--- config.mk ---
export PLATFORM = sky130hd
export DESIGN_NAME = mrm_core
export DESIGN_NICKNAME = d
export VERILOG_FILES = /design/src/hw/mrm_pkg.sv /design/src/hw/mrm_core.sv /design/src/hw/mrm_decode.sv
export SDC_FILE = /design/constraint.sdc
export NUM_CORES = 1
export LEC_CHECK = 0
export ABC_AREA = 0
export BUFFER_PORTS_ARGS = -buffer_cell sky130_fd_sc_hd__buf_2
export CELL_PAD_IN_SITES_DETAIL_PLACEMENT = 2
export CELL_PAD_IN_SITES_GLOBAL_PLACEMENT = 2
export CORE_ASPECT_RATIO = 1.5
export CORE_MARGIN = 2
export CORE_UTILIZATION = 30
export DETAILED_ROUTE_END_ITERATION = 10
export HOLD_SLACK_MARGIN = 0.08
export PLACE_DENSITY_LB_ADDON = 0.1
export SYNTH_ARGS = -nofsm -noshare
export SYNTH_HDL_FRONTEND = slang
export SYNTH_HIERARCHICAL = 1
export SYNTH_SLANG_ARGS = --single-unit
--- constraint.sdc ---
create_clock -name core_clk_in -period 2.7 [get_ports core_clk_in]
set_input_delay 0.54 -clock core_clk_in [delete_from_list [all_inputs] [get_ports core_clk_in]]
set_output_delay 0.54 -clock core_clk_in [all_outputs]
set_load 0.01 [all_outputs]
--- src/hw/mrm_pkg.sv ---
/*
  Package for the mode and resource mapping block: register offsets inside
  the register block, field positions, reset values, mode codes, the fixed
  address ranges and the mode decode helpers shared by the main module and the checker.
  Assumes a 16-bit CPU address and an 8-bit register data path.
*/
package mrm_pkg;

  // ---------------------------------------------------------------
  // Register offsets within the 1K register block
  // ---------------------------------------------------------------
  localparam logic [9:0] MRM_OFS_MODE = 10'h00B;
  localparam logic [9:0] MRM_OFS_RAMPOS = 10'h010;
  localparam logic [9:0] MRM_OFS_REGPOS = 10'h011;
  localparam logic [9:0] MRM_OFS_EEPOS = 10'h012;
  localparam logic [9:0] MRM_OFS_PORT_DATA = 10'h0FC;
  localparam logic [9:0] MRM_OFS_PORT_DIR = 10'h0FD;

  // ---------------------------------------------------------------
  // Operating mode register bit positions
  // ---------------------------------------------------------------
  localparam int MRM_B_SPECIAL_MODE_FLAG_N = 7;
  localparam int MRM_B_MODE_SELECT_HI = 6;
  localparam int MRM_B_MODE_SELECT_LO = 5;
  localparam int MRM_B_CLOCK_STRETCH_ENABLE = 4;
  localparam int MRM_B_INTERNAL_VISIBILITY = 3;
  localparam int MRM_B_EXT_BUS_WAIT_STOP = 2;
  localparam int MRM_B_EMK = 1;
  localparam int MRM_B_EME = 0;

  // Position register fields
  localparam int MRM_B_MAP_IFACE_WAIT_STOP = 0;
  localparam int MRM_B_EEON = 0;

  // ---------------------------------------------------------------
  // Mode codes {special_mode_flag_n, mode_select_hi, mode_select_lo}
  // ---------------------------------------------------------------
  localparam logic [2:0] MRM_MODE_SSC = 3'h0;
  localparam logic [2:0] MRM_MODE_SEN = 3'h1;
  localparam logic [2:0] MRM_MODE_SPER = 3'h2;
  localparam logic [2:0] MRM_MODE_SEW = 3'h3;
  localparam logic [2:0] MRM_MODE_NSC = 3'h4;
  localparam logic [2:0] MRM_MODE_NEN = 3'h5;
  localparam logic [2:0] MRM_MODE_RSV = 3'h6;
  localparam logic [2:0] MRM_MODE_NEW = 3'h7;

  // ---------------------------------------------------------------
  // Reset values
  // ---------------------------------------------------------------
  localparam logic [4:0] MRM_REGPOS_RST = 5'h00;
  localparam logic [2:0] MRM_RAMPOS_RST = 3'h1;
  localparam logic [3:0] MRM_EEPOS_RST = 4'h0;
  localparam logic MRM_EEON_RST = 1'b1;

  // ---------------------------------------------------------------
  // Fixed ranges and timing
  // ---------------------------------------------------------------
  localparam logic [15:0] MRM_DBG_LO = 16'hFF00;
  localparam logic [15:0] MRM_DBG_REG_HI = 16'hFF06;
  localparam logic [15:0] MRM_DBG_ROM_LO = 16'hFF20;
  localparam logic [1:0] MRM_FLASH_FIX_LO = 2'h1;
  localparam logic [1:0] MRM_FLASH_WINDOW = 2'h2;
  localparam logic [1:0] MRM_FLASH_FIX_HI = 2'h3;
  localparam logic [11:0] MRM_RAM_SPLIT_OFS = 12'hFFF;
  localparam logic [3:0] MRM_EXT_WAIT_DELAY = 4'h4;

  // Select vector bit positions
  localparam int MRM_SEL_DBG = 0;
  localparam int MRM_SEL_REG = 1;
  localparam int MRM_SEL_RAM = 2;
  localparam int MRM_SEL_EE = 3;
  localparam int MRM_SEL_FLASH = 4;
  localparam int MRM_SEL_EXT = 5;
  localparam int MRM_SEL_W = 6;

  // ---------------------------------------------------------------
  // Mode decode helpers
  // ---------------------------------------------------------------
  function automatic logic mrm_single_chip(input logic [2:0] mode);
    return (mode[1:0] == 2'b00);
  endfunction

  function automatic logic mrm_special(input logic [2:0] mode);
    return ~mode[2];
  endfunction

  function automatic logic mrm_expanded(input logic [2:0] mode);
    return (mode == MRM_MODE_SEN) || (mode == MRM_MODE_SEW) ||
           (mode == MRM_MODE_NEN) || (mode == MRM_MODE_NEW);
  endfunction

endpackage

--- src/hw/mrm_core.sv ---
/*
  Mode register and internal resource mapping. Holds the operating mode
  configuration, the register/RAM/EEPROM position registers, and turns
  CPU accesses into registered chip selects, E clock and bus controls.
  Assumes a single-cycle CPU access strobe on core_clk_in, mode straps
  stable while rst_in is high, and registers reached at their offsets
  inside the relocatable register block.
*/
`timescale 1ns/100ps

// What this block does
// Mode select bits write once in normal; special ignores first write, no peripheral.
// Stretch enable clear: E toggles freely, never stretching.
// Stretch enable set: E high on external, low on hidden internal accesses.
// Stretch enable reads and acts as one in every expanded mode.
// Stretch enable: once in normal, anytime in special, readable in every mode but peripheral.
// Visibility set drives internal access activity outward; clear keeps it hidden.
// Special narrow with visibility shows internal data at full width.
// No visibility in any single-chip mode.
// Visibility bit: once in normal, special ignores only the first write.
// External bus stops in wait after a delay when enabled; special never writes it.
// Single-chip keeps expansion port registers mapped always.
// Port emulation removes port registers in expanded or peripheral mode.
// Position fields are write-once in normal modes.
// Mapping writes act from the second cycle after the write.
// Overlaps resolve: debug, registers, RAM, EEPROM, flash, external.
// Flash: fixed array low and high plus a paged window.
// 1K register block at zero after reset, movable to any 2K boundary.
// Five-bit register position field gives address bits 15 to 11.
// Mapping interface stops in wait when enabled; special never writes it.
// Word access across the RAM array split takes two bus cycles.
// RAM defaults to base 2000, movable to any 8K boundary.
// RAM position holds address bits 15 to 13, write-once in normal.
// Selects come from position compares, then precedence, then the outputs.
module mrm_core
  import mrm_pkg::*;
(
  // Clock and reset
  input wire logic core_clk_in,
  input wire logic rst_in,
  // Mode straps, sampled while reset is held
  input wire logic strap_special_n_in,
  input wire logic strap_mode_hi_in,
  input wire logic strap_mode_lo_in,
  // CPU access
  input wire logic cpu_valid_in,
  input wire logic cpu_write_in,
  input wire logic cpu_word_in,
  input wire logic [15:0] cpu_addr_in,
  input wire logic [7:0] cpu_wdata_in,
  // System state
  input wire logic dbg_active_in,
  input wire logic wait_mode_in,
  // Register read data
  output logic [7:0] reg_rdata_out,
  output logic reg_rvalid_out,
  // Chip selects
  output logic [MRM_SEL_W-1:0] sel_out,
  output logic ram_two_cycle_out,
  // External bus control
  output logic e_clk_out,
  output logic vis_drive_out,
  output logic vis_wide_out,
  output logic ext_bus_off_out,
  output logic map_iface_off_out,
  output logic port_regs_mapped_out,
  output logic [2:0] mode_out
);

  // ---------------------------------------------------------------
  // State
  // ---------------------------------------------------------------
  logic [2:0] mode_q;
  logic clock_stretch_enable_q;
  logic internal_visibility_q;
  logic ext_bus_wait_stop_q;
  logic emk_q;
  logic eme_q;
  logic mode_wr_seen_q;
  logic [4:0] reg_pos_q;
  logic map_iface_wait_stop_q;
  logic regpos_wr_seen_q;
  logic [2:0] ram_pos_q;
  logic rampos_wr_seen_q;
  logic [3:0] ee_pos_q;
  logic ee_on_q;
  logic eepos_wr_seen_q;
  logic [4:0] reg_pos_act_q;
  logic [2:0] ram_pos_act_q;
  logic [3:0] ee_pos_act_q;
  logic ee_on_act_q;
  logic [3:0] wait_cnt_q;
  logic e_phase_q;

  logic special;
  logic single;
  logic expanded;
  logic clock_stretch_enable_eff;
  logic ee_on_eff;
  logic port_unmapped;
  logic reg_hit;
  logic [9:0] reg_ofs;
  logic wr_mode;
  logic wr_regpos;
  logic wr_rampos;
  logic wr_eepos;
  logic [2:0] mode_req;
  logic [MRM_SEL_W-1:0] sel_d;
  logic [7:0] rdata_d;

  // ---------------------------------------------------------------
  // Mode-derived conditions
  // ---------------------------------------------------------------
  assign special = mrm_special(mode_q);
  assign single = mrm_single_chip(mode_q);
  assign expanded = mrm_expanded(mode_q);
  assign clock_stretch_enable_eff = clock_stretch_enable_q || expanded;
  assign ee_on_eff = ee_on_act_q || single;
  assign port_unmapped = emk_q && !single;

  // Register block hit uses the active base so relocation lags like the map
  assign reg_ofs = cpu_addr_in[9:0];
  assign reg_hit = cpu_valid_in && (sel_d[MRM_SEL_REG]);
  // Mode register is not in the map in peripheral mode
  assign wr_mode = reg_hit && cpu_write_in && (reg_ofs == MRM_OFS_MODE) && (mode_q != MRM_MODE_SPER);
  assign wr_regpos = reg_hit && cpu_write_in && (reg_ofs == MRM_OFS_REGPOS);
  assign wr_rampos = reg_hit && cpu_write_in && (reg_ofs == MRM_OFS_RAMPOS);
  assign wr_eepos = reg_hit && cpu_write_in && (reg_ofs == MRM_OFS_EEPOS);
  assign mode_req = {cpu_wdata_in[MRM_B_SPECIAL_MODE_FLAG_N], cpu_wdata_in[MRM_B_MODE_SELECT_HI], cpu_wdata_in[MRM_B_MODE_SELECT_LO]};

  // ---------------------------------------------------------------
  // Address decode
  // ---------------------------------------------------------------
  mrm_decode u_decode (
    .addr_in(cpu_addr_in),
    .reg_pos_in(reg_pos_act_q),
    .ram_pos_in(ram_pos_act_q),
    .ee_pos_in(ee_pos_act_q),
    .ee_on_in(ee_on_eff),
    .dbg_active_in(dbg_active_in),
    .port_unmapped_in(port_unmapped),
    .sel_out(sel_d)
  );

  // ---------------------------------------------------------------
  // Operating mode register
  // ---------------------------------------------------------------
  // Straps are loaded while reset is held; reserved code is forced to peripheral
  always_ff @(posedge core_clk_in) begin
    if (rst_in) begin
      mode_q <= (({strap_special_n_in, strap_mode_hi_in, strap_mode_lo_in} == MRM_MODE_RSV) ?
                 MRM_MODE_SPER : {strap_special_n_in, strap_mode_hi_in, strap_mode_lo_in});
      clock_stretch_enable_q <= 1'b1;
      internal_visibility_q <= !strap_special_n_in;
      ext_bus_wait_stop_q <= 1'b0;
      emk_q <= !strap_special_n_in;
      eme_q <= !strap_special_n_in;
      mode_wr_seen_q <= 1'b0;
    end else if (wr_mode) begin
      mode_wr_seen_q <= 1'b1;
      // Normal: one write only; special: every write but the first
      if ((special && mode_wr_seen_q) || (!special && !mode_wr_seen_q)) begin
        if (mode_req != MRM_MODE_SPER && mode_req != MRM_MODE_RSV && (special || mode_req[2])) begin
          mode_q <= mode_req;
        end
      end
      if (special || !mode_wr_seen_q) begin
        clock_stretch_enable_q <= cpu_wdata_in[MRM_B_CLOCK_STRETCH_ENABLE];
      end
      if ((special && mode_wr_seen_q) || (!special && !mode_wr_seen_q)) begin
        internal_visibility_q <= cpu_wdata_in[MRM_B_INTERNAL_VISIBILITY];
        emk_q <= cpu_wdata_in[MRM_B_EMK];
        eme_q <= cpu_wdata_in[MRM_B_EME];
      end
      if (!special) begin
        ext_bus_wait_stop_q <= cpu_wdata_in[MRM_B_EXT_BUS_WAIT_STOP];
      end
    end
  end

  // ---------------------------------------------------------------
  // Position registers; position fields write-once in normal modes
  // ---------------------------------------------------------------
  // Software should write these at init even with defaults to lock them
  always_ff @(posedge core_clk_in) begin
    if (rst_in) begin
      reg_pos_q <= MRM_REGPOS_RST;
      map_iface_wait_stop_q <= 1'b0;
      regpos_wr_seen_q <= 1'b0;
    end else if (wr_regpos) begin
      regpos_wr_seen_q <= 1'b1;
      if (special || !regpos_wr_seen_q) begin
        reg_pos_q <= cpu_wdata_in[7:3];
      end
      if (!special) begin
        map_iface_wait_stop_q <= cpu_wdata_in[MRM_B_MAP_IFACE_WAIT_STOP];
      end
    end
  end

  always_ff @(posedge core_clk_in) begin
    if (rst_in) begin
      ram_pos_q <= MRM_RAMPOS_RST;
      rampos_wr_seen_q <= 1'b0;
    end else if (wr_rampos) begin
      rampos_wr_seen_q <= 1'b1;
      if (special || !rampos_wr_seen_q) begin
        ram_pos_q <= cpu_wdata_in[7:5];
      end
    end
  end

  // Enable bit of the EEPROM position register is free to write
  always_ff @(posedge core_clk_in) begin
    if (rst_in) begin
      ee_pos_q <= MRM_EEPOS_RST;
      ee_on_q <= MRM_EEON_RST;
      eepos_wr_seen_q <= 1'b0;
    end else if (wr_eepos) begin
      eepos_wr_seen_q <= 1'b1;
      ee_on_q <= cpu_wdata_in[MRM_B_EEON];
      if (special || !eepos_wr_seen_q) begin
        ee_pos_q <= cpu_wdata_in[7:4];
      end
    end
  end

  // ---------------------------------------------------------------
  // Active map copies: one extra stage so a write steers decode from the
  // second cycle after it, never mid-instruction of the write itself
  // ---------------------------------------------------------------
  always_ff @(posedge core_clk_in) begin
    if (rst_in) begin
      reg_pos_act_q <= MRM_REGPOS_RST;
      ram_pos_act_q <= MRM_RAMPOS_RST;
      ee_pos_act_q <= MRM_EEPOS_RST;
      ee_on_act_q <= MRM_EEON_RST;
    end else begin
      reg_pos_act_q <= reg_pos_q;
      ram_pos_act_q <= ram_pos_q;
      ee_pos_act_q <= ee_pos_q;
      ee_on_act_q <= ee_on_q;
    end
  end

  // ---------------------------------------------------------------
  // Register read mux
  // ---------------------------------------------------------------
  always_comb begin
    rdata_d = 8'h00;
    case (reg_ofs)
      MRM_OFS_MODE: begin
        if (mode_q != MRM_MODE_SPER) begin
          rdata_d = {mode_q, clock_stretch_enable_eff, internal_visibility_q, ext_bus_wait_stop_q, emk_q, eme_q};
        end
      end
      MRM_OFS_REGPOS: begin
        rdata_d = {reg_pos_q, 2'b00, map_iface_wait_stop_q};
      end
      MRM_OFS_RAMPOS: begin
        rdata_d = {ram_pos_q, 5'h00};
      end
      MRM_OFS_EEPOS: begin
        rdata_d = {ee_pos_q, 3'h0, ee_on_q || single};
      end
      default: begin
        rdata_d = 8'h00;
      end
    endcase
  end

  always_ff @(posedge core_clk_in) begin
    if (rst_in) begin
      reg_rdata_out <= 8'h00;
      reg_rvalid_out <= 1'b0;
    end else begin
      reg_rvalid_out <= reg_hit && !cpu_write_in;
      reg_rdata_out <= (reg_hit && !cpu_write_in) ? rdata_d : 8'h00;
    end
  end

  // ---------------------------------------------------------------
  // Chip selects and RAM split detect
  // ---------------------------------------------------------------
  always_ff @(posedge core_clk_in) begin
    if (rst_in) begin
      sel_out <= '0;
      ram_two_cycle_out <= 1'b0;
    end else begin
      sel_out <= cpu_valid_in ? sel_d : '0;
      // Word starting on the last byte of the lower 4K array spans both arrays
      ram_two_cycle_out <= cpu_valid_in && cpu_word_in && sel_d[MRM_SEL_RAM] &&
                           (cpu_addr_in[12:0] == {1'b0, MRM_RAM_SPLIT_OFS});
    end
  end

  // ---------------------------------------------------------------
  // E clock
  // ---------------------------------------------------------------
  always_ff @(posedge core_clk_in) begin
    if (rst_in) begin
      e_phase_q <= 1'b0;
      e_clk_out <= 1'b0;
    end else begin
      e_phase_q <= !e_phase_q;
      if (!clock_stretch_enable_eff) begin
        e_clk_out <= !e_phase_q;
      end else if (cpu_valid_in && sel_d[MRM_SEL_EXT]) begin
        e_clk_out <= 1'b1;
      end else if (cpu_valid_in && !(internal_visibility_q && !single)) begin
        e_clk_out <= 1'b0;
      end else begin
        e_clk_out <= !e_phase_q;
      end
    end
  end

  // ---------------------------------------------------------------
  // Visibility, wait shutdown and mode status
  // ---------------------------------------------------------------
  always_ff @(posedge core_clk_in) begin
    if (rst_in) begin
      vis_drive_out <= 1'b0;
      vis_wide_out <= 1'b0;
      port_regs_mapped_out <= 1'b1;
      mode_out <= 3'h0;
    end else begin
      // Single-chip modes have no bus to show anything on
      vis_drive_out <= cpu_valid_in && !sel_d[MRM_SEL_EXT] && internal_visibility_q && !single;
      vis_wide_out <= cpu_valid_in && !sel_d[MRM_SEL_EXT] && internal_visibility_q && (mode_q == MRM_MODE_SEN);
      port_regs_mapped_out <= !port_unmapped;
      mode_out <= mode_q;
    end
  end

  // Delay lets the last external cycle finish before the bus is gated
  always_ff @(posedge core_clk_in) begin
    if (rst_in) begin
      wait_cnt_q <= 4'h0;
      ext_bus_off_out <= 1'b0;
      map_iface_off_out <= 1'b0;
    end else begin
      if (wait_mode_in && ext_bus_wait_stop_q) begin
        if (wait_cnt_q != MRM_EXT_WAIT_DELAY) begin
          wait_cnt_q <= wait_cnt_q + 4'h1;
        end
      end else begin
        wait_cnt_q <= 4'h0;
      end
      ext_bus_off_out <= wait_mode_in && ext_bus_wait_stop_q && (wait_cnt_q == MRM_EXT_WAIT_DELAY);
      map_iface_off_out <= wait_mode_in && map_iface_wait_stop_q;
    end
  end

endmodule

--- src/hw/mrm_decode.sv ---
/*
  Address decoder of the mode and resource mapping block: compares the
  upper CPU address bits with each position field and resolves overlaps
  by fixed precedence into a one-hot select vector.
  Purely combinational; the caller registers the result.
*/
`timescale 1ns/100ps
module mrm_decode
  import mrm_pkg::*;
(
  // Access
  input wire logic [15:0] addr_in,
  // Map state
  input wire logic [4:0] reg_pos_in,
  input wire logic [2:0] ram_pos_in,
  input wire logic [3:0] ee_pos_in,
  input wire logic ee_on_in,
  input wire logic dbg_active_in,
  input wire logic port_unmapped_in,
  // Result
  output logic [MRM_SEL_W-1:0] sel_out
);

  logic hit_dbg;
  logic hit_reg;
  logic hit_ram;
  logic hit_ee;
  logic hit_flash;

  // ---------------------------------------------------------------
  // Raw hits per resource
  // ---------------------------------------------------------------
  always_comb begin
    hit_dbg = dbg_active_in && ((addr_in >= MRM_DBG_ROM_LO) ||
              ((addr_in >= MRM_DBG_LO) && (addr_in <= MRM_DBG_REG_HI)));
    // First 1K of the selected 2K block; emulated port regs fall outside
    hit_reg = (addr_in[15:11] == reg_pos_in) && !addr_in[10] &&
              !(port_unmapped_in && ((addr_in[9:0] == MRM_OFS_PORT_DATA) ||
                                     (addr_in[9:0] == MRM_OFS_PORT_DIR)));
    hit_ram = (addr_in[15:13] == ram_pos_in);
    // EEPROM sits in the upper 2K of its 4K block
    hit_ee = ee_on_in && (addr_in[15:12] == ee_pos_in) && addr_in[11];
    // Fixed array low and high, plus the paged window between them
    hit_flash = (addr_in[15:14] == MRM_FLASH_FIX_LO) || (addr_in[15:14] == MRM_FLASH_WINDOW) ||
                (addr_in[15:14] == MRM_FLASH_FIX_HI);
  end

  // ---------------------------------------------------------------
  // Precedence: debug, registers, RAM, EEPROM, flash, external
  // ---------------------------------------------------------------
  always_comb begin
    sel_out = '0;
    if (hit_dbg) begin
      sel_out[MRM_SEL_DBG] = 1'b1;
    end else if (hit_reg) begin
      sel_out[MRM_SEL_REG] = 1'b1;
    end else if (hit_ram) begin
      sel_out[MRM_SEL_RAM] = 1'b1;
    end else if (hit_ee) begin
      sel_out[MRM_SEL_EE] = 1'b1;
    end else if (hit_flash) begin
      sel_out[MRM_SEL_FLASH] = 1'b1;
    end else begin
      sel_out[MRM_SEL_EXT] = 1'b1;
    end
  end

endmodule

==> reports/metrics.yaml <==
io_pins: 59
dieArea_sq_um: 10600
cp_slowest_cell: "or4_1"
antennaDiodeCount: 0
first_pass_iters: 6
drive_gt1_share_pct: 28.3
yosys_warnings: 6
cp.required_ps: 2920
status: "completed"
drv_slew: 0
synth_mux_area_share_pct: 4.14
die_h_microns: 125
mappedNetlistArea_sq_um: 2930
max_clock_freq_ghz: 0.409
post_cts_buffers: 0
port_buffers: 58
synth-simple-area-share_pct: 25.7
hold_depth: 1
grt-ovfl-total: 0
total_power_uw: 2480
crit_family: "simple AND/OR/NAND/NOR gates"
finish.utilization_pct: 39.0
viasPerCell: 5.04
drt_iter0_drc: 42
finalSetupViolCount: 0
die_x_microns: 84.7
antenna_found_initial: 0
critPathMaxStageDelay_ps: 620
min_path_type: "flip-flop to flip-flop"
synthXorXnorAreaFrac_pct: 3.89
fin_skew_ps: 5.18
cts-root-buf: "clkbuf_16"
route.vias.total: 2463
p_switching_uw: 541
cts.sinks: 69
clockPowerShare_pct: 50.3
final_cell_mix: "63 x dfxtp_1, 58 x buf_2, 20 x inv_1, 20 x nor2_1, 19 x nand2b_1"
ys_seq_area_share_pct: 49.2
finalWirelength_mm: 9.31
crit_path_start_kind: "flip-flop"
min_from: "e_phase_q"
final.setup.tns_ps: 0
synth_adder_area_share_pct: 1.28
min_period_ps: 2440
crit_type: "flip-flop to flip-flop"
crit_path_cell_trace: "nor2_1 -> nor2b_1 -> nand2_1 -> nor3_2 -> nor4_2 -> nand3_1 -> or4_1 -> o21ai_1 -> a21oi_1"
swShare_pct: 21.8
synth_top_family_by_area: "simple AND/OR/NAND/NOR gates"
wl_per_cell_microns: 19.0
synth_edf_count: 6
hold_buffers: 0
power_leakage_uw: 0.00166
power_density_nw_per_um2: 665
seqPwrFrac_pct: 42.7
gp_congestion: 0.757
htreeDepth: 3
antenna_left: 0
core_sq_um: 9580
synth_flop_cell: "dfxtp_1"
reg2reg_depth: 9
grt_pass1_wl_mm: 15.0
endpoint_kind: "flip-flop"
synth_nets: 335
p_int_uw: 1940
slew_headroom_pct: 60.5
path_clk_slew_ps: 50
worst_slew_pin_slew_ps: 590
ys_types: 61
rows: 44
async_reset_ff_share_pct: 0
synth_compound_area_share_pct: 11.3
rsz0062_at_grt: "false"
crit_arrival_ps: 2660
area_growth_pct: 27.4
numCtsBuffers: 9
grt_use_total_pct: 18.6
postSynthAreaPerCell_sq_um: 9.83
holdPathEnd: "e_phase_q"
finalHoldViolations: 0
grt_pass1_vias: 2759
critPathMaxFanout: 4
regToRegSetupSlack_ps: 260
synth_seq_cells: 69
ir_drop_mv: 0.338
fin_crit_sh_pct: 90.5
worstReg2RegEnd: "map_iface_wait_stop_q"
synthCells: 298
r2r-start: "mode_q[0]"
cts_tree: "yes"
combPwrFrac_pct: 6.9
grt_max_degree: 32
hpwlAfterDp_mm: 7.13
critPathBufInv: 0
initial_core_util_pct: 30.6
maxCapViolCount: 0
clock_latency_ps: 330
drc_errors: 0
clockBufferDepth: 2
final_nets: 406
mostFrequentLayoutCell: "dfxtp_1"
[synth_stat cells, types with 3 or more instances]
| cell type | instances | share of area, % |
|---|---|---|
| a21oi_1 | 12 | 2.0 |
| a22oi_1 | 6 | 1.5 |
| a31oi_1 | 4 | 0.85 |
| and2_1 | 7 | 1.5 |
| and3_1 | 4 | 0.85 |
| clkbuf_1 | 7 | 0.90 |
| dfxtp_1 | 63 | 43 |
| edfxtp_1 | 6 | 6.1 |
| ha_1 | 3 | 1.3 |
| inv_1 | 20 | 2.6 |
| mux2i_1 | 11 | 3.8 |
| nand2_1 | 15 | 1.9 |
| nand2b_1 | 19 | 4.1 |
| nand3_1 | 7 | 1.2 |
| nand3b_1 | 4 | 1.0 |
| nand4_1 | 8 | 1.7 |
| nor2_1 | 20 | 2.6 |
| nor2b_1 | 7 | 1.5 |
| nor3_1 | 6 | 1.0 |
| o211ai_1 | 3 | 0.77 |
| o21a_1 | 3 | 0.77 |
| o21ai_0 | 6 | 1.0 |
| or2_2 | 4 | 0.85 |
| xnor2_1 | 8 | 2.4 |
| xor2_1 | 5 | 1.5 |
[worst max-delay path by stage]
stage,start,end,cells past startpoint
after global placement,cpu_addr_in[13],vis_wide_out,7
after global routing,mode_q[1],ram_pos_q[2],10
final,mode_q[0],map_iface_wait_stop_q,9
after floorplan,mode_q[0],mode_q[0],11
after CTS,mode_q[0],vis_wide_out,8
after detailed placement,cpu_addr_in[13],vis_wide_out,7
[area by class of cell]
class | instances | area, sq um
Clock buffer | 14 | 285
Clock inverter | 2 | 37.5
Fill cell | 1093 | 5850
Inverter | 20 | 75.1
Multi-Input combinational cell | 198 | 1360
Sequential cell | 69 | 1440
Tap cell | 115 | 144
Timing Repair Buffer | 71 | 388
[timing repair]
item	in CTS	in global routing
endpoints found under the hold margin	0	0
resized for setup	0	2
setup endpoints to repair	0	4
[metrics by stage]
step / setup WS (ps) / cell area (sq um) / hold slack, ps / instances
4_1_cts: 147 / 3730 / 399 / 489
5_1_grt: 19.4 / 3730 / 416 / 489
2_1_floorplan: 152 / 2930 / 374 / 298
3_3_place_gp: 220 / 3410 / 385 / 473
6_report: 256 / 3730 / 393 / 489
3_5_place_dp: 117 / 3410 / 392 / 473
[cells by family (layout without fill, tap and decap cells)]
kind of cell / after synthesis / in the layout
simple gates: 122 / 122
flops: 69 / 69
compound gates: 48 / 48
buf+inv: 31 / 107
xor+xnor: 13 / 13
mux: 12 / 12
fa+ha+maj: 3 / 3
[registers in the layout, summed over array words and instances (netlist names), 3 cells and up]
name and flops:
reg_rdata_out 8, sel_out 6, reg_pos_act_q 5, reg_pos_q 5, ee_pos_act_q 4, ee_pos_q 4, wait_cnt_q 4, mode_out 3
mode_q 3, ram_pos_act_q 3, ram_pos_q 3
[per-layer routing]
layer	GRT usage (%)	routed length, microns
met2	34.7	5150
met3	3.76	289
met1	20.6	3760
met4	5.88	112
met5	0	0
[worst register-to-register path: stages (launching register included)]
cell and delay (ps):
edfxtp_1 390, nor2_1 210, nor2b_1 120, nand2_1 110, nor3_2 60, nor4_2 340
nand3_1 200, or4_1 620, o21ai_1 200, a21oi_1 80
[power groups by stage]
stage               combinational (uW)  sequential [uW]  clock, uW
detailed placement                 173             1080          0
global placement                   171             1080          0
floorplan                         78.4             1080          0
global route                       191             1060       1330
finish                             172             1060       1250
CTS                                175             1060       1290
(Power assumes the default switching activity.)
